$ cat config.mk
export PLATFORM = sky130hd
export DESIGN_NAME = cex_ctrl
export DESIGN_NICKNAME = d
export VERILOG_FILES = /design/src/hw/cex_pkg.sv /design/src/hw/cex_prio.sv /design/src/hw/cex_vec.sv /design/src/hw/cex_ctrl.sv
export SDC_FILE = /design/constraint.sdc
export NUM_CORES = 1
export LEC_CHECK = 0
export ABC_AREA = 0
export BUFFER_PORTS_ARGS = -buffer_cell sky130_fd_sc_hd__buf_2
export CORE_MARGIN = 2
export CORE_UTILIZATION = 40
export CTS_BUF_LIST = sky130_fd_sc_hd__clkbuf_8
export DETAILED_ROUTE_END_ITERATION = 10
export GPL_ROUTABILITY_DRIVEN = 0
export GPL_TIMING_DRIVEN = 0
export SYNTH_ARGS = -nofsm -noshare
export SYNTH_HDL_FRONTEND = slang
export SYNTH_HIERARCHICAL = 1
export SYNTH_SLANG_ARGS = --single-unit
$ cat constraint.sdc
create_clock -name core_clk_i -period 4 [get_ports core_clk_i]
set_input_delay 0.8 -clock core_clk_i [delete_from_list [all_inputs] [get_ports core_clk_i]]
set_output_delay 0.8 -clock core_clk_i [all_outputs]
set_load 0.05 [all_outputs]
$ cat src/hw/cex_pkg.sv
/*
  package for the exception control block: vector offsets, cause codes,
  machine state bit positions, register offsets and carrier types.
  assumes a 32-bit core with one core clock.
*/
package cex_pkg;

  localparam int          CEX_AW        = 32;
  localparam logic [31:0] CEX_BASE_LOW  = 32'h0000_0000;
  localparam logic [31:0] CEX_BASE_HIGH = 32'hFFF0_0000;

  // vector offsets
  localparam logic [31:0] CEX_VO_RESET  = 32'h0000_0100;
  localparam logic [31:0] CEX_VO_MCHK   = 32'h0000_0200;
  localparam logic [31:0] CEX_VO_DACC   = 32'h0000_0300;
  localparam logic [31:0] CEX_VO_IACC   = 32'h0000_0400;
  localparam logic [31:0] CEX_VO_EXT    = 32'h0000_0500;
  localparam logic [31:0] CEX_VO_ALIGN  = 32'h0000_0600;
  localparam logic [31:0] CEX_VO_PROG   = 32'h0000_0700;
  localparam logic [31:0] CEX_VO_FPUN   = 32'h0000_0800;
  localparam logic [31:0] CEX_VO_DEC    = 32'h0000_0900;
  localparam logic [31:0] CEX_VO_SC     = 32'h0000_0C00;
  localparam logic [31:0] CEX_VO_TRACE  = 32'h0000_0D00;
  localparam logic [31:0] CEX_VO_FPAS   = 32'h0000_0E00;
  localparam logic [31:0] CEX_VO_SWEM   = 32'h0000_1000;
  localparam logic [31:0] CEX_VO_NMI    = 32'h0000_1F00;

  // machine state register bit positions (our layout)
  localparam int CEX_MS_RECOV  = 0;
  localparam int CEX_MS_PREFIX = 1;
  localparam int CEX_MS_EXTEN  = 2;
  localparam int CEX_MS_SUPER  = 3;
  localparam logic [31:0] CEX_MS_RST = 32'h0000_000A;

  // register offsets on the plain port
  localparam logic [3:0] CEX_R_MSR    = 4'h0;
  localparam logic [3:0] CEX_R_RET    = 4'h1;
  localparam logic [3:0] CEX_R_SAVED  = 4'h2;
  localparam logic [3:0] CEX_R_DAR    = 4'h3;
  localparam logic [3:0] CEX_R_DATA_FAULT_CAUSE_REG  = 4'h4;
  localparam logic [3:0] CEX_R_FPS    = 4'h5;
  localparam logic [3:0] CEX_R_CAUSE  = 4'h6;
  localparam logic [3:0] CEX_R_IST    = 4'h7;
  localparam logic [3:0] CEX_R_IEN    = 4'h8;
  localparam logic [3:0] CEX_R_ICLR   = 4'h9;
  localparam logic [3:0] CEX_R_SWEN   = 4'hA;
  localparam logic [3:0] CEX_R_RFI    = 4'hB;

  localparam int CEX_NSYNC = 10;
  localparam logic [4:0] CEX_SWEN_RST = 5'h1F;

  typedef enum logic [3:0] {
    CC_NONE  = 4'h0, CC_RESET = 4'h1, CC_MCHK = 4'h2, CC_DACC = 4'h3,
    CC_IACC  = 4'h4, CC_EXT   = 4'h5, CC_ALIGN = 4'h6, CC_PROG = 4'h7,
    CC_FPUN  = 4'h8, CC_DEC   = 4'h9, CC_SC    = 4'hA, CC_TRACE = 4'hB,
    CC_FPAS  = 4'hC, CC_SWEM  = 4'hD, CC_NMI   = 4'hE
  } cex_cause_type;

  // one retiring instruction with its fault report
  typedef struct packed {
    logic                       valid;
    logic [31:0]                pc;
    logic [CEX_NSYNC-1:0]       fault;
    logic                       after;  // resume at next instruction
    logic [31:0]                daddr;
    logic [31:0]                dcause;
    logic [31:0]                fstat;
  } cex_retire_type;

  typedef struct packed {
    logic        valid;
    logic [31:0] addr;
  } cex_redirect_type;

endpackage : cex_pkg

$ cat src/hw/cex_prio.sv
/*
  fixed-priority picker: lowest set bit of the request vector wins.
  assumes requests are steady for the cycle they are sampled in.
*/
`timescale 1ns/100ps
`default_nettype none
module cex_prio
  import cex_pkg::*;
#(
  parameter int N = CEX_NSYNC
) (
  input  wire logic [N-1:0] req_i,
  output logic      [N-1:0] grant_o,
  output logic              any_o
);
  initial begin
    if (N < 1 || N > 32) $error("cex_prio width out of range");
  end
  assign grant_o = req_i & (~req_i + N'(1));
  assign any_o   = |req_i;
endmodule : cex_prio
`default_nettype wire

$ cat src/hw/cex_vec.sv
/*
  vector address former: base from the prefix bit plus per-cause offset.
  assumes an encoded cex_cause_type cause code from the controller.
*/
`timescale 1ns/100ps
`default_nettype none
module cex_vec
  import cex_pkg::*;
(
  input  wire logic          prefix_i,
  input  wire cex_cause_type cause_i,
  output logic [31:0]        vec_o
);
  logic [31:0] offs;
  always_comb begin
    case (cause_i)
      CC_RESET: offs = CEX_VO_RESET;
      CC_MCHK:  offs = CEX_VO_MCHK;
      CC_DACC:  offs = CEX_VO_DACC;
      CC_IACC:  offs = CEX_VO_IACC;
      CC_EXT:   offs = CEX_VO_EXT;
      CC_ALIGN: offs = CEX_VO_ALIGN;
      CC_PROG:  offs = CEX_VO_PROG;
      CC_FPUN:  offs = CEX_VO_FPUN;
      CC_DEC:   offs = CEX_VO_DEC;
      CC_SC:    offs = CEX_VO_SC;
      CC_TRACE: offs = CEX_VO_TRACE;
      CC_FPAS:  offs = CEX_VO_FPAS;
      CC_SWEM:  offs = CEX_VO_SWEM;
      CC_NMI:   offs = CEX_VO_NMI;
      default:  offs = CEX_VO_RESET;
    endcase
  end
  assign vec_o = (prefix_i ? CEX_BASE_HIGH : CEX_BASE_LOW) | offs;
endmodule : cex_vec
`default_nettype wire

$ cat src/hw/cex_ctrl.sv
/*
  exception control: classifies sources, saves state, redirects fetch,
  keeps the recoverable flag and a small register port.
  assumes the pipeline presents the oldest unretired instruction on retire_i
  and cancels younger work when flush_o pulses.
*/
// Functional notes
// - save state, supervisor, fetch from vector
// - shared vectors, cause kept in status registers
// - software enables suppress selected exceptions
// - reset, nmi, machine check unordered
// - ordered exceptions reported one at a time
// - resume execution after handler returns
// - ordered entry loses no program state
// - unordered exceptions accepted at any moment; code ignores them in ST_RESET and does not capture their cause in ST_SAVE
// - reset never returns to interrupted program
// - nested nmi or check may corrupt saves
// - copy recoverable flag then clear it
// - recoverable flag readable in saved state
// - vector base by prefix bit plus offset
// - precise: return points at faulting or next
// - take only at retirement, cancel younger
`timescale 1ns/100ps
`default_nettype none
module cex_ctrl
  import cex_pkg::*;
(
  input  wire logic             core_clk_i,
  input  wire logic             nrst_i,
  input  wire cex_retire_type   retire_i,
  input  wire logic             ext_irq_i,
  input  wire logic             dec_irq_i,
  input  wire logic             mchk_i,
  input  wire logic             nmi_i,
  input  wire logic [31:0]      cur_pc_i,
  input  wire logic [3:0]       reg_addr_i,
  input  wire logic [31:0]      reg_wdata_i,
  input  wire logic             reg_wr_i,
  input  wire logic             reg_rd_i,
  output logic      [31:0]      reg_rdata_o,
  output cex_redirect_type      redirect_o,
  output logic                  flush_o,
  output logic                  retire_ok_o,
  output logic                  supervisor_o,
  output logic                  irq_o
);

  typedef enum logic [1:0] {
    ST_RESET = 2'b00,
    ST_RUN   = 2'b01,
    ST_SAVE  = 2'b10,
    ST_GO    = 2'b11
  } cex_state_type;

  cex_state_type state_q, state_d;
  logic [31:0] msr_q, ret_q, saved_q, dar_q, data_fault_cause_reg_q, fps_q;
  logic [31:0] pend_ret_q, vec_q;
  cex_cause_type cause_q, pend_cause_q;
  logic [3:0]  ist_q, ien_q;
  logic [4:0]  swen_q;
  logic [31:0] rdata_q;
  cex_redirect_type redir_q;
  logic        flush_q;

  // sync fault filtering by software enables
  logic [CEX_NSYNC-1:0] sync_req, sync_gnt;
  logic                 sync_any;
  assign sync_req = retire_i.valid ? (retire_i.fault & {5'h1F, swen_q}) :
                    {CEX_NSYNC{1'b0}};
  cex_prio #(.N(CEX_NSYNC)) u_prio (
    .req_i   (sync_req),
    .grant_o (sync_gnt),
    .any_o   (sync_any)
  );

  function automatic cex_cause_type sync_cause(input logic [CEX_NSYNC-1:0] g);
    cex_cause_type c;
    c = CC_PROG;
    case (1'b1)
      g[0]: c = CC_IACC;
      g[1]: c = CC_DACC;
      g[2]: c = CC_ALIGN;
      g[3]: c = CC_PROG;
      g[4]: c = CC_FPUN;
      g[5]: c = CC_FPAS;
      g[6]: c = CC_SWEM;
      g[7]: c = CC_SC;
      g[8]: c = CC_TRACE;
      default: c = CC_PROG;
    endcase
    return c;
  endfunction : sync_cause

  // classification
  wire logic run        = (state_q == ST_RUN);
  wire logic unord      = nmi_i | mchk_i;
  wire logic ext_take   = ext_irq_i & msr_q[CEX_MS_EXTEN];
  wire logic dec_take   = dec_irq_i & msr_q[CEX_MS_EXTEN];
  wire logic ord_async  = (ext_take | dec_take) & retire_i.valid;
  wire logic take_unord = unord & (state_q != ST_RESET);
  wire logic take_ord   = run & ~take_unord & (sync_any | ord_async);
  wire logic take       = take_unord | take_ord;

  wire cex_cause_type new_cause =
      nmi_i     ? CC_NMI :
      mchk_i    ? CC_MCHK :
      sync_any  ? sync_cause(sync_gnt) :
      ext_take  ? CC_EXT : CC_DEC;

  // precise resume point: faulting instruction or the next one
  wire logic [31:0] new_ret =
      take_unord ? cur_pc_i :
      (sync_any & retire_i.after) ? retire_i.pc + 32'h0000_0004 :
      retire_i.pc;

  wire logic [31:0] vec_addr;
  cex_vec u_vec (
    .prefix_i (msr_q[CEX_MS_PREFIX]),
    .cause_i  (state_q == ST_RESET ? CC_RESET : pend_cause_q),
    .vec_o    (vec_addr)
  );

  always_comb begin
    state_d = state_q;
    case (state_q)
      ST_RESET: state_d = ST_GO;
      ST_RUN:   state_d = take ? ST_SAVE : ST_RUN;
      ST_SAVE:  state_d = ST_GO;
      ST_GO:    state_d = take_unord ? ST_SAVE : ST_RUN;
      default:  state_d = ST_RESET;
    endcase
    if (take_unord && state_q == ST_SAVE) state_d = ST_SAVE;
  end

  // register port decode
  wire logic wr_msr  = reg_wr_i & (reg_addr_i == CEX_R_MSR);
  wire logic wr_ret  = reg_wr_i & (reg_addr_i == CEX_R_RET);
  wire logic wr_sav  = reg_wr_i & (reg_addr_i == CEX_R_SAVED);
  wire logic wr_ien  = reg_wr_i & (reg_addr_i == CEX_R_IEN);
  wire logic wr_iclr = reg_wr_i & (reg_addr_i == CEX_R_ICLR);
  wire logic wr_swen = reg_wr_i & (reg_addr_i == CEX_R_SWEN);
  wire logic wr_rfi  = reg_wr_i & (reg_addr_i == CEX_R_RFI) & run & ~take;

  logic [31:0] rd_mux;
  always_comb begin
    case (reg_addr_i)
      CEX_R_MSR:   rd_mux = msr_q;
      CEX_R_RET:   rd_mux = ret_q;
      CEX_R_SAVED: rd_mux = saved_q;
      CEX_R_DAR:   rd_mux = dar_q;
      CEX_R_DATA_FAULT_CAUSE_REG: rd_mux = data_fault_cause_reg_q;
      CEX_R_FPS:   rd_mux = fps_q;
      CEX_R_CAUSE: rd_mux = {28'h0, cause_q};
      CEX_R_IST:   rd_mux = {28'h0, ist_q};
      CEX_R_IEN:   rd_mux = {28'h0, ien_q};
      CEX_R_SWEN:  rd_mux = {27'h0, swen_q};
      default:     rd_mux = 32'h0000_0000;
    endcase
  end

  // interrupt events: entry by ordered, unordered, nested unordered, return
  wire logic nested = take_unord & ~msr_q[CEX_MS_RECOV];
  wire logic [3:0] ev = {wr_rfi, nested, take_unord, take_ord};

  always_ff @(posedge core_clk_i or negedge nrst_i) begin
    if (!nrst_i) begin
      state_q <= ST_RESET;
    end else begin
      state_q <= state_d;
    end
  end

  // pending save captured at take; registers written in ST_SAVE
  always_ff @(posedge core_clk_i or negedge nrst_i) begin
    if (!nrst_i) begin
      pend_ret_q   <= 32'h0000_0000;
      pend_cause_q <= CC_NONE;
    end else if (take && state_q != ST_SAVE) begin
      pend_ret_q   <= new_ret;
      pend_cause_q <= new_cause;
    end
  end

  always_ff @(posedge core_clk_i or negedge nrst_i) begin
    if (!nrst_i) begin
      msr_q   <= CEX_MS_RST;
      ret_q   <= 32'h0000_0000;
      saved_q <= 32'h0000_0000;
      cause_q <= CC_RESET;
    end else if (state_q == ST_SAVE) begin
      ret_q   <= pend_ret_q;
      saved_q <= msr_q;
      msr_q   <= (msr_q | (32'h1 << CEX_MS_SUPER))
                 & ~(32'h1 << CEX_MS_RECOV) & ~(32'h1 << CEX_MS_EXTEN);
      cause_q <= pend_cause_q;
    end else if (wr_rfi) begin
      msr_q   <= saved_q;
    end else begin
      if (wr_msr) msr_q   <= reg_wdata_i;
      if (wr_ret) ret_q   <= reg_wdata_i;
      if (wr_sav) saved_q <= reg_wdata_i;
    end
  end

  // cause detail registers for shared vectors
  always_ff @(posedge core_clk_i or negedge nrst_i) begin
    if (!nrst_i) begin
      dar_q   <= 32'h0000_0000;
      data_fault_cause_reg_q <= 32'h0000_0000;
      fps_q   <= 32'h0000_0000;
    end else if (take_ord & sync_any & state_q == ST_RUN) begin
      dar_q   <= retire_i.daddr;
      data_fault_cause_reg_q <= retire_i.dcause;
      fps_q   <= retire_i.fstat;
    end
  end

  always_ff @(posedge core_clk_i or negedge nrst_i) begin
    if (!nrst_i) begin
      ist_q  <= 4'h0;
      ien_q  <= 4'h0;
      swen_q <= CEX_SWEN_RST;
    end else begin
      ist_q <= (ist_q & ~(wr_iclr ? reg_wdata_i[3:0] : 4'h0)) | ev;        // set wins over clear
      if (wr_ien)  ien_q  <= reg_wdata_i[3:0];
      if (wr_swen) swen_q <= reg_wdata_i[4:0];
    end
  end

  always_ff @(posedge core_clk_i or negedge nrst_i) begin
    if (!nrst_i) begin
      rdata_q <= 32'h0000_0000;
      redir_q <= '0;
      flush_q <= 1'b0;
    end else begin
      rdata_q <= reg_rd_i ? rd_mux : 32'h0000_0000;
      redir_q.valid <= (state_q == ST_GO) | wr_rfi;
      redir_q.addr  <= wr_rfi ? ret_q : vec_addr;
      flush_q <= take;
    end
  end

  // younger work is cancelled by flush; retire blocked on the taken cycle
  assign retire_ok_o  = run & ~take & retire_i.valid;
  assign reg_rdata_o  = rdata_q;
  assign redirect_o   = redir_q;
  assign flush_o      = flush_q;
  assign supervisor_o = msr_q[CEX_MS_SUPER];
  assign irq_o        = |(ist_q & ien_q);

  // checks
  a_save_after_take: assert property (@(posedge core_clk_i) disable iff (!nrst_i)
    (take && state_q == ST_RUN) |=> state_q == ST_SAVE) else $error("take not saved");
  a_recov_copied: assert property (@(posedge core_clk_i) disable iff (!nrst_i)
    state_q == ST_SAVE |=> saved_q[CEX_MS_RECOV] == $past(msr_q[CEX_MS_RECOV])
    && !msr_q[CEX_MS_RECOV]) else $error("recover flag not moved");
  a_super_entry: assert property (@(posedge core_clk_i) disable iff (!nrst_i)
    state_q == ST_SAVE |=> supervisor_o) else $error("not supervisor");
  a_redirect_late: assert property (@(posedge core_clk_i) disable iff (!nrst_i)
    (state_q == ST_SAVE && state_d == ST_GO) |=> ##1 redirect_o.valid) else $error("no redirect");
  a_one_ordered: assert property (@(posedge core_clk_i) disable iff (!nrst_i)
    take_ord |-> $onehot(sync_gnt) || !sync_any) else $error("several reported");
  a_no_retire_take: assert property (@(posedge core_clk_i) disable iff (!nrst_i)
    take |-> !retire_ok_o) else $error("retired on take");
  a_flush_follows: assert property (@(posedge core_clk_i) disable iff (!nrst_i)
    take |=> flush_o) else $error("no flush");
  a_enable_gates: assert property (@(posedge core_clk_i) disable iff (!nrst_i)
    (run && !msr_q[CEX_MS_EXTEN] && !sync_any && !unord) |-> !take) else $error("masked taken");
  a_reset_vector: assert property (@(posedge core_clk_i) disable iff (!nrst_i)
    $rose(state_q == ST_GO) && $past(state_q) == ST_RESET |=> redirect_o.addr[15:0] == 16'h0100)
    else $error("reset vector");
  a_unord_any: assert property (@(posedge core_clk_i) disable iff (!nrst_i)
    (unord && state_q != ST_RESET) |=> state_q == ST_SAVE) else $error("unordered ignored");
  c_sync_take: cover property (@(posedge core_clk_i) take_ord && sync_any);
  c_ext_take: cover property (@(posedge core_clk_i) take_ord && ext_take && !sync_any);
  c_nested: cover property (@(posedge core_clk_i) nested);
  c_return: cover property (@(posedge core_clk_i) wr_rfi);

endmodule : cex_ctrl
`default_nettype wire

Word-level counts from Yosys, hierarchy flattened

Memory sizes are Yosys's and may differ from the RTL's.
Index checks and enable logic that the tools add are counted.

Flip-flop bits (word level): 313
ROM bits: 80
Bits of input ports: 216
Output and inout port bits: 69
Word-level logic and storage cells: 125
Memories kept: 1

Add/sub/neg operators: 2
Equality and inequality tests: 16
Multiplexer cells: 35
Bitwise logic cells: 38
Reduce and logical (&&, ||, !) cells: 15

Memory list:

| memory           | depth | bits a word | read ports | clocked after memory_dff | wr ports | RTL line      | text |
|---|---|---|---|---|---|---|---|
| (name not given) | 16    | 5           | 1          | 0                        | 0        | cex_vec.sv:16 | `case (cause_i)` |

Operator list:

| kind                                                                  | count |
|---|---|
| 32-bit two-way mux                                                    | 13 |
| 32-bit one-hot mux with 10 select lines                               | 1 |
| 4-bit two-way mux                                                     | 16 |
| 32-bit by 3-bit adder with 32-bit output, second input constant       | 1 |
| 32-bit bitwise OR                                                     | 1 |
| 1-bit AND                                                             | 21 |
| 4-bit by 3-bit equality test with 1-bit output, second input constant | 4 |
| 4-bit equality test, second input constant                            | 4 |
| 10-bit AND                                                            | 1 |
| 10-bit two-way mux                                                    | 1 |
| 10-bit OR reduction                                                   | 1 |
| 9-bit by 1-bit adder with 9-bit output, second input constant         | 1 |
| 9-bit AND                                                             | 1 |
| 9-bit inverter                                                        | 1 |
| 4-bit AND                                                             | 2 |
| 4-bit by 2-bit equality test with 1-bit output, second input constant | 2 |
| 2-bit nonzero test                                                    | 4 |
| 2-bit two-way mux                                                     | 3 |
| 2-bit one-hot mux with 3 select lines                                 | 1 |
| 2-bit AND reduction                                                   | 3 |
| 1-bit bitwise OR                                                      | 5 |
| 2-bit equality test, second input constant                            | 2 |
| 4-bit by 1-bit equality test with 1-bit output, second input constant | 1 |
| 4-bit zero test                                                       | 1 |
| 11 further kinds                                                      | 15 |

Depth between registers and ports, before layout

Gate-level depths: netlist of run 1.

Word-level depth: 17
Gate-level depth with buffers: 11
Gate-level depth less buffers: 8

Hierarchy

The synthesis of run 1 kept the hierarchy.

By module, submodules not included:

| module   | instances | cells an instance | area each (µm²) | seq. area each (µm²) |
|---|---|---|---|---|
| cex_ctrl | 1         | 1323              | 14468.9         | 7842.5 |
| cex_vec  | 1         | 45                | 347.8           | 0.0 |
| cex_prio | 1         | 18                | 127.6           | 0.0 |

Worst setup path before layout of run 1

OpenSTA, ideal clock, no wires.

Path kind: input port to output port
Start point: input retire_i[139] in the netlist's numbering
End point: output retire_ok_o
Arrival time: 4.169 ns
Required time: 3.200 ns
Path slack: -0.969 ns
Stages on the path: 7
Path buffers: 3
Cell sequence: clkbuf_1 -> and3_1 -> or4_4 -> buf_6 -> or4_4 -> clkbuf_1 -> nor4b_1

Longest elaborated chain between the ends: 8
Elaborated cells between the ends (all ways): 9
Those cells by class: mux (1); bitwise (7); reduce/logical (1)

RTL lines:

| item                   | RTL line        | text |
|---|---|---|
| start: declaration     | cex_ctrl.sv:30  | `input wire cex_retire_type retire_i,` |
| 10-bit two-way mux     | cex_ctrl.sv:68  | `assign sync_req = retire_i.valid ? (retire_i.fault & {5'h1F, swen_q}) :` |
| via sync_req[3]        | cex_ctrl.sv:66  | `logic [CEX_NSYNC-1:0] sync_req, sync_gnt;` |
| 10-bit OR reduction    | cex_prio.sv:20  | `assign any_o = \|req_i;` |
| via sync_any           | cex_ctrl.sv:67  | `logic sync_any;` |
| 1-bit bitwise OR       | cex_ctrl.sv:101 | `wire logic take_ord = run & ~take_unord & (sync_any \| ord_async);` |
| 1-bit AND              | cex_ctrl.sv:101 |  |
| 1-bit bitwise OR       | cex_ctrl.sv:102 | `wire logic take = take_unord \| take_ord;` |
| 1-bit inverter         | cex_ctrl.sv:244 | `assign retire_ok_o = run & ~take & retire_i.valid;` |
| 1-bit AND (2 in a row) | cex_ctrl.sv:244 |  |
| end: declaration       | cex_ctrl.sv:43  | `output logic retire_ok_o,` |

The timed path passes the listed nets, and every way through them passes these cells.

Final worst setup path of run 1

Ends and elaborated chain as after synthesis.

==> results.txt, run 1 <==
- The worst path in the final design needs a cycle of 3930 ps, including I/O delays and setup.
- Proportion of power drawn by flip-flops and latches: 0.484
- Insertion delay of the later-clocked pin in the worst-skew pair: 660 ps
- Clk pwr share: 0.323
- Hold repair after CTS inserted 0 buffers.
- Instance area after placement: 17,100 µm²
- Sum of negative setup slack: 0 ps
- Hold slack final: 185 ps
- The clock tree synthesis step divided the H-tree into 2 levels.
* Wire length of the first global-routing pass: 77,600 µm
* Vertical extent of the die: 197 µm
* Worst Max-Slew Pin Slew: 1180 ps
* # Max-Cap Violations: 0
* Min-Delay Path Class: input port to asynchronous set/reset pin
- The critical path is of the input port to primary output type.
- Starting DRT DRC Count: 1,210
- Averaged over all synthesized cells, the footprint is 10.8 µm².
- Summed over all layers, the global routing overflow is 0.
- Fraction of layout instances using a drive strength above 1: 0.325
* Max stage delay cell, worst path: or4_4
- Buffer depth of the longest clock path: 3
- Worst-path maximum fanout: 10
* Number of antenna violations at the first check in global routing: 8
- In the global route stage, overall resource usage came out at 0.270.
- Overall routed net length: 53,300 µm
* Peak supply drop: 0.234 mV
- CTS clock-pin slew for the worst setup and hold paths: 50 ps
- Detailed Routing Iterations Pass 1: 6
- Remaining antenna violation count: 0
- Part of the power in combinational logic: 0.193
- Switching power total: 2.78 mW
- Vias in the first global route: 12,800
* Arrival time of the worst setup path: 3130 ps
* Leakage power total: 8.53 nW
- Dividing the detail-routed via count by the number of cells gives 5.75.
- The run finished with clean final reports.
* Count of nets after finishing: 1,964
- DRC Markers: 0
- Counting both buffers and inverters, the worst setup path holds a total of 5.
* Synthesized cell area: 14,900 µm²
* Post-Synthesis Cells: 1,384
- Walking the worst path, the cells encountered are buf_2 > buf_2 > and3_1 > or4_4 > buf_6 > or4_4 > buf_8 > nor4b_4 > buf_6.
- TritonCTS built the clock tree.
* HPWL reported at the end of detailed placement: 38,800 µm
* Placeable core region: 36,700 µm²
- Measured along the x axis, the die boundary spans 197 µm.
- Worst reg2reg path startpoint: swen_q[3]
- For flop-to-flop paths, the worst setup slack is 150 ps.
* Commonest non-fill, non-tap cell in the layout: dfrtp_1
* Final hold vios: 0
- Measured against its own limit, the worst slew margin works out to 0.204.
- Internal power: 5.83 mW
- STA puts the critical path data required time at 3200 ps.
* Total vias in the final route: 12,900
- Worst Reg2Reg Path Length in Cells: 10
* Effective utilization at floorplan: 0.407
- The Yosys step of the flow raised 6 warnings.
* Wire per inst: 23.7 µm
- Worst setup skew after layout: 41.8 ps
- Max Transition Viols Final: 0
* RR Endpoint: msr_q[8]
* Pin count of the biggest net entering global routing: 122
- Count of pins on the block boundary: 285
- In this run the clock root is driven by a clkbuf_8.
- Buffers placed on the I/O ports in this run total 284.
- STA classifies the critical path startpoint as an input port.
- Leaving out fill and tap cells, the most frequent cells in the layout are dfrtp_1 (305), buf_2 (297), mux2_2 (141).
* Relative area change from synthesis to final layout: 21.4%
- Based on the critical path, the design can be clocked at up to 254 MHz.
* Critical path endpoint category: primary output
- The kind of cell with the highest combined delay along the critical path is simple AND/OR/NAND/NOR gates.
- # clock sinks: 313
* Tcrit/Tclk final: 0.983
* Cell area power density: 475 nW/µm²
* Area of all placed cells without fillers: 18,100 µm²
- Worst stage delay on the critical path: 570 ps
* PnR Total Power: 8.61 mW
* Total number of placement rows: 70
- Once layout is complete, the utilization of the core stands at 0.494.
* Final setup violating endpoints: 0
- Setup repair after global routing missed its margin: no
- Counting the buffers created by CTS gives 54.
* DIE AREA: 38,900 µm²
* Switching Share: 0.323
metal layers:
layer | vias up | share of wire | GRT usage
met5 | - | 0.00083 | 0
met4 | 6 | 0.038 | 0.112
met3 | 118 | 0.093 | 0.0639
met2 | 702 | 0.45 | 0.416
met1 | 6362 | 0.42 | 0.364
li1 | 5759 | - | -
power by group through the flow:
stage	Sequential [mW]	Clock [mW]	Combinational (mW)
after global routing	4.21	3.00	1.80
after floorplan	4.21	0	0.864
after detailed placement	4.20	0	1.64
final	4.17	2.79	1.66
after CTS	4.14	2.84	1.65
after global placement	4.18	0	1.60
worst max-delay path by stage:
stage / start / end / slack [ps] / cells past startpoint
floorplan: retire_i[139] / retire_ok_o / 20 / 7
global placement: nrst_i / redirect_o[2] / -3900 / 1
global route: retire_i[139] / retire_ok_o / 20 / 9
finish: retire_i[139] / retire_ok_o / 70 / 9
detailed placement: retire_i[139] / data_fault_cause_reg_q[24] / -920 / 11
CTS: retire_i[139] / retire_ok_o / 50 / 9
sequential cells by signal, indices dropped and copies added, names as in the netlist, 5 cells and up:
register	cells
data_fault_cause_reg_q	32
msr_q	32
dar_q	32
redirect_o	33
saved_q	32
reg_rdata_o	32
pend_ret_q	32
fps_q	32
swen_q	5
ret_q	32
per-stage QoR:
step | setup slack, ps | cells
global placement | -3900 | 2150
detailed placement | -925 | 2152
CTS | 46.9 | 2240
floorplan | 16.9 | 1398
global route | 18.7 | 2249
finish | 67.7 | 2250
layout make-up:
type,count,area [µm²]
fillers,3447,18600
flip-flops and latches,313,7840
multi-input cells,946,6490
repair buffers,290,1520
clock buffers,60,826
plain buffers,127,637
well taps,468,586
clock inverters,28,171
inverters,12,45.0
diodes,6,15.0
what timing repair did:
item,4_1_cts,5_1_grt
setup buffers,0,4
endpoints found under the setup margin,41,1
pin swaps,1,2
gates resized for setup,7,2
(Power assumes the default switching activity.)
==> run 2: changes to the inputs <==
REMOVE_ABC_BUFFERS = 1   (was not set)
==> run 2 against run 1 <==
  * Via count is 5.8% lower
  * Count of clock-buffer cells in the layout up 13
  * Setup slack improved by 61 ps
  * Routed wire length is 8.1% lower
  * Cell count shrank 3.5%
  * Register-to-register slack better by 160 ps
  * Global-route usage decreased by 1.9 points
  * Combinational power fell by 5%
  * Highest routed layer unchanged
==> results.txt, run 2 (synthesis gave the netlist of run 1 again) <==
- The run finished with clean final reports.
- # clock sinks: 313
* Total vias in the final route: 12,200
* Final hold vios: 0
- Final setup violating endpoints: 0
* Setup repair after global routing missed its margin: no
* Wire per inst: 22.5 µm
* Arrival time of the worst setup path: 3070 ps
- Of the total power, the clock network draws 0.356.
- Vias in the first global route: 12,200
- Buffer depth of the longest clock path: 3
- Internal power: 6.07 mW
- For this run, the slowest stage of the critical path takes 630 ps.
- Total stage count of the critical path: 5
* Wire length of the first global-routing pass: 72,900 µm
* Part of the power in combinational logic: 0.179
* Vertical extent of the die: 197 µm
- In the final timing run, aggregate negative setup slack is 0 ps.
- After detailed routing, the number of remaining DRC violations is 0.
* Count of nets after finishing: 1,868
- Final non-filler cell total: 2,172
- The worst hold path belongs to the class input port to asynchronous set/reset pin.
- Overall routed net length: 49,000 µm
- The startpoint identified for the worst register-to-register timing path is swen_q[2].
* Worst-path maximum fanout: 13
- FF+latch area: 7840 µm²
* CTS clock-pin slew for the worst setup and hold paths: 60 ps
- The most numerous cell type found on the critical path is or4_4.
* Total number of placement rows: 70
- IO buf count: 284
* Buffers plus inverters on the worst setup path: 1
- Largest delay share family, worst path: simple AND/OR/NAND/NOR gates
* Max stage delay cell, worst path: or4_4
- Cell chosen for the clock root: clkbuf_8
- The die is 197 µm wide.
- Traced cell by cell, the critical path runs through and3_1 > or4_4 > or4_4 > nor4b_2 > clkbuf_4.
* Leakage power total: 8.57 nW
- Switching Share: 0.310
- The multi-input combinational cells in the finished layout cover a total of 6610 µm².
* DIE AREA: 38,900 µm²
- The number of max-slew violations in the final report came to 0.
* Starting DRT DRC Count: 776
- CTS tree: yes
* Gr ovfl total: 0
- The first detailed-routing pass ran for 5 iterations.
- RR Endpoint: msr_q[27]
- The wire-length estimate of the detail-placed layout is 34,700 µm.
- Highest Clock Rate: 258 MHz
- # Max-Cap Violations: 0
- The library cell used most frequently in the layout, excluding fill and tap cells, is dfrtp_1.
- Switching power total: 2.72 mW
* Count of pins on the block boundary: 285
- Tcrit/Tclk final: 0.968
- Headroom to the max-slew limit came out at 0.127.
- The clock reaches the later pin of the worst-skew pair after 650 ps.
* Critical path endpoint category: primary output
- Remaining antenna violation count: 0
* GRT Total Usage: 0.250
* Effective utilization at floorplan: 0.407
* Number of buffers created by CTS: 55
- Relative to the synthesized area, the layout overhead comes to 22.5%.
- Per-cell via count in the routed design: 5.61
- Worst setup path class: flop to primary output
- Reg-to-reg slack, setup: 310 ps
- Highest-count cells in the layout ignoring fill and taps: dfrtp_1 (305), buf_2 (282), mux2_2 (141)
- Across the VDD grid, the largest voltage drop is 0.410 mV.
- Final-layout fill cell count: 3,444
* Post-CTS Setup Repair Bufs: 0
- Entering global routing, the biggest net connects 116 pins.
* Number of buffers inserted by hold repair at cts: 0
- Worst Reg2Reg Path Length in Cells: 7
- Fraction of layout instances using a drive strength above 1: 0.350
* Worst Max-Slew Pin Slew: 1310 ps
* Placed Cells: 2,059
- Time the final worst path needs with I/O delays and setup: 3870 ps
* Required time at the worst-slack endpoint: 3200 ps
- In this run the power density over the cells is 480 nW/µm².
* CTS HTree Levels: 2
- Between clock sinks in the finished design, the worst skew comes to 26.3 ps.
- The region available for standard cell placement spans 36,700 µm².
- Hold slack final: 254 ps
* PnR Total Power: 8.79 mW
- Number of antenna violations at the first check in global routing: 9
- Sort of element at the start of the critical path: flop
* Proportion of power drawn by flip-flops and latches: 0.465
- Max reg flops: 33
==> run 2: cell count changes in the layout (fill, tap and decap cells not counted), moves of 4 or more <==
cell and change:
clkbuf_8 +13, inv_1 -4, buf_1 -10, diode_2 +5, clkinv_2 +6, clkbuf_1 -67, buf_8 +14, buf_2 -15
buf_4 -29, buf_12 +6
==> run 2: worst max path at each step <==
stage	endpoint	slack, ps	startpoint
2_1_floorplan	ret_q[0]	-1420	reg_addr_i[2]
3_3_place_gp	ret_q[7]	-11560	reg_addr_i[0]
3_5_place_dp	pend_ret_q[21]	-420	retire_i[139]
4_1_cts	retire_ok_o	50	swen_q[2]
5_1_grt	retire_ok_o	40	swen_q[2]
6_report	retire_ok_o	130	swen_q[2]
==> run 2: cell type report <==
class                      count  share of cell area
antenna                       11             0.00150
clock buffer                  73              0.0549
clock inverter                29             0.00957
inverter                      12             0.00246
multi-input combinational    946               0.361
sequential                   313               0.429
tap                          468              0.0320
timing repair buffer         320               0.110
==> run 2: worst register-to-register path, stage by stage, from the launching register on <==
cell	delay, ps
dfstp_2	380
and3_1	180
or4_4	560
or4_4	630
or4_4	810
a21oi_4	520
buf_12	260
a2bb2oi_1	230
==> run 2: what timing repair did <==
action | in CTS | in global routing
hold endpoints to repair | 0 | 0
resized for setup | 0 | 3
endpoints found under the setup margin | 0 | 1
==> run 2: layer usage <==
| layer | GRT usage | wire length [µm] |
|---|---|---|
| met1 | 0.341 | 21000 |
| met2 | 0.392 | 22500 |
| met3 | 0.0584 | 3870 |
| met4 | 0.0869 | 1590 |
| met5 | 0 | 40 |
==> run 2: metrics by stage <==
step	utilization	setup slack [ps]	cell area [µm²]
CTS	0.497	45.3	18300
finish	0.499	128	18300
global route	0.498	35.7	18300
floorplan	-	-1420	14400
detailed placement	0.465	-422	17100
global placement	0.446	-11560	16400
==> run 2: power groups by stage <==
stage	Clock [mW]	Combinational [mW]	Sequential, mW
floorplan	0	0.765	4.21
global route	3.34	1.73	4.14
detailed placement	0	1.58	4.13
global placement	0	1.50	4.12
CTS	3.20	1.59	4.08
finish	3.12	1.58	4.09
==> run 3: changes to the inputs <==
PLACE_DENSITY = 0.72   (was not set)
SLEW_MARGIN = 10   (was not set)
==> run 3 against run 2 <==
  * Register-to-register slack got worse by 200 ps
  * Maximum frequency decreased by 0.77%
  * Clock skew increased by 8.6 ps
  * Routed wire length increased by 0.11%
  * Setup slack got worse by 30 ps
  * Design area increased by 0.29%
  * Critical path depth unchanged
  * Largest cell class unchanged
==> results.txt, run 3 (synthesis gave the netlist of run 1 again) <==
* FF+latch area: 7840 µm²
* Multi-input gate area: 6610 µm²
- The routed layout has 12,400 vias.
* Max reg flops: 33
- Gr ovfl total: 0
- Wire length of the first global-routing pass: 73,800 µm
- Area of all placed cells without fillers: 18,400 µm²
* Count of nets after finishing: 1,869
* Worst reg2reg path startpoint: swen_q[1]
- Tcrit/Tclk final: 0.975
* Highest-count cells in the layout ignoring fill and taps: dfrtp_1 (305), buf_2 (284), mux2_2 (141)
- 285 I/O pins were placed.
- For the pin with the worst max-slew slack, the measured transition is 1260 ps.
- Remaining antenna violation count: 0
* Number of buffers created by CTS: 54
- The library cell used most frequently in the layout, excluding fill and tap cells, is dfrtp_1.
* Max Transition Viols Final: 0
- On the final layout, the worst clock skew is 34.9 ps.
- By instance count, the cell type seen most on the critical path is or4_4.
* Relative slew slack: 0.158
- Overall routed net length: 49,000 µm
* Effective utilization at floorplan: 0.407
- The tightest min-delay check is of the input port to asynchronous set/reset pin type.
- For this block, the initial DRC count from the detailed router was 1,032.
- PnR Total Power: 8.89 mW
* CTS HTree Levels: 2
- In this run the vertical extent of the chip is 197 µm.
- Fill cells in the final layout number 3,292.
* Buffer depth of the longest clock path: 3
- Dividing total power by cell area gives a power density of 484 nW/µm².
- Worst stage delay on the critical path: 620 ps
- Pre-CTS setup slack: -448 ps
* Detailed Routing Iterations Pass 1: 6
* Relative area change from synthesis to final layout: 22.9%
* Peak supply drop: 0.261 mV
- Cell chosen for the clock root: clkbuf_8
- Leakage power total: 8.59 nW
- Insertion delay of the later-clocked pin in the worst-skew pair: 650 ps
- GRT Total Usage: 0.251
- Placed Cells: 2,061
- After detailed placement, the total cell area comes to 17,100 µm².
* IO buf count: 284
- Final setup violating endpoints: 0
- TritonCTS built the clock tree.
* Final hold vios: 0
- The routed design could run at a clock period as short as 3900 ps.
* Start point of the critical path: swen_q[1]
- Clock-pin slew was measured on the worst setup and hold paths at 60 ps.
* Placeable core region: 36,700 µm²
- The floorplan step defined a die boundary enclosing 38,900 µm².
- After floorplanning, the core was divided into 70 placement rows.
- Arrival time of the worst setup path: 3100 ps
* Final non-filler cell total: 2,173
- The slowest stage of the critical path is the or4_4 cell.
- Required time at the worst-slack endpoint: 3200 ps
* Buffers plus inverters on the worst setup path: 1
- Largest delay share family, worst path: simple AND/OR/NAND/NOR gates
- Fraction of layout instances using a drive strength above 1: 0.350
- Highest Clock Rate: 256 MHz
- Number of antenna violations at the first check in global routing: 19
- After detailed routing, the number of vias per cell comes to 5.73.
* DRC Markers: 0
- Vias in the first global route: 12,500
- STA classifies the critical path startpoint as a flop.
- Detailed placement finished with a half-perimeter wire length of 34,300 µm.
* PnR worst setup slack: 98.4 ps
* Reg-to-reg slack, setup: 110 ps
- Adding up every negative setup slack in the final design gives 0 ps.
- Post-CTS Setup Repair Bufs: 0
- For this design, the sink count on the clock tree is 313.
- Max-cap violations in this run came to 0.
- Setup repair after global routing left no endpoint under its margin.
- The critical path goes through and3_1 > or4_4 > or4_4 > nor4b_1 > buf_2.
- The critical path in this run is classified as flop to primary output.
* Chip Width: 197 µm
* Outcome: finished clean
- Along the worst path, the maximum fanout reaches 13.
- After detailed routing, the average wire length per cell comes to 22.6 µm.
* Pin count of the biggest net entering global routing: 109
- Critical path endpoint category: primary output
-- run 3: changes by cell type in the layout (fill, tap and decap cells not counted), sizes merged --
cell,previous run,this run
inv,30,28
clkinv,8,4
clkbuf,74,75
buf,319,322
diode,11,13
bufinv,2,3
-- run 3: stage by stage --
stage | hold WS (ps) | util
after floorplan | 439 | -
after global placement | 454 | 0.446
after detailed placement | 464 | 0.466
after CTS | 183 | 0.499
after global routing | 205 | 0.500
final | 168 | 0.500
-- run 3: worst paths after layout --
| path | end | cells past startpoint |
|---|---|---|
| setup / recovery | retire_ok_o | 5 |
| hold / removal | fps_q[10] | 1 |
| setup reg to reg | msr_q[12] | 7 |
| hold reg to reg | cause_q[1] | 2 |
| max in group asynchronous | fps_q[6] | 3 |
| min in group core_clk_i | fps_q[0] | 2 |
-- run 3: final cells by class --
type                       instances  share of cell area
antenna                           13             0.00177
tap                              468              0.0319
multi-input combinational        946               0.360
inverter                          12             0.00245
clock inverter                    24             0.00968
sequential                       313               0.427
timing repair buffer             322               0.111
clock buffer                      75              0.0562
-- run 3: power breakdown --
part	internal (mW)	switching (mW)	total (mW)	leakage, nW
logic	0.639	0.956	1.59	3.88
registers	3.68	0.396	4.08	4.03
clock network	1.85	1.37	3.22	0.683
-- run 3: layer usage --
layer | part of all wire | vias up | routed length (µm) | GRT usage
li1 | - | 5583 | - | -
met4 | 0.028 | 14 | 1400 | 0.0972
met5 | 0.0018 | - | 88 | 0
met1 | 0.43 | 6182 | 20900 | 0.334
met2 | 0.47 | 538 | 23000 | 0.396
met3 | 0.075 | 124 | 3670 | 0.0618
-- run 3: what timing repair did --
| action | CTS | global route |
|---|---|---|
| endpoints found under the setup margin | 0 | 9 |
| gates resized for setup | 0 | 1 |
| hold buffers | 0 | 0 |
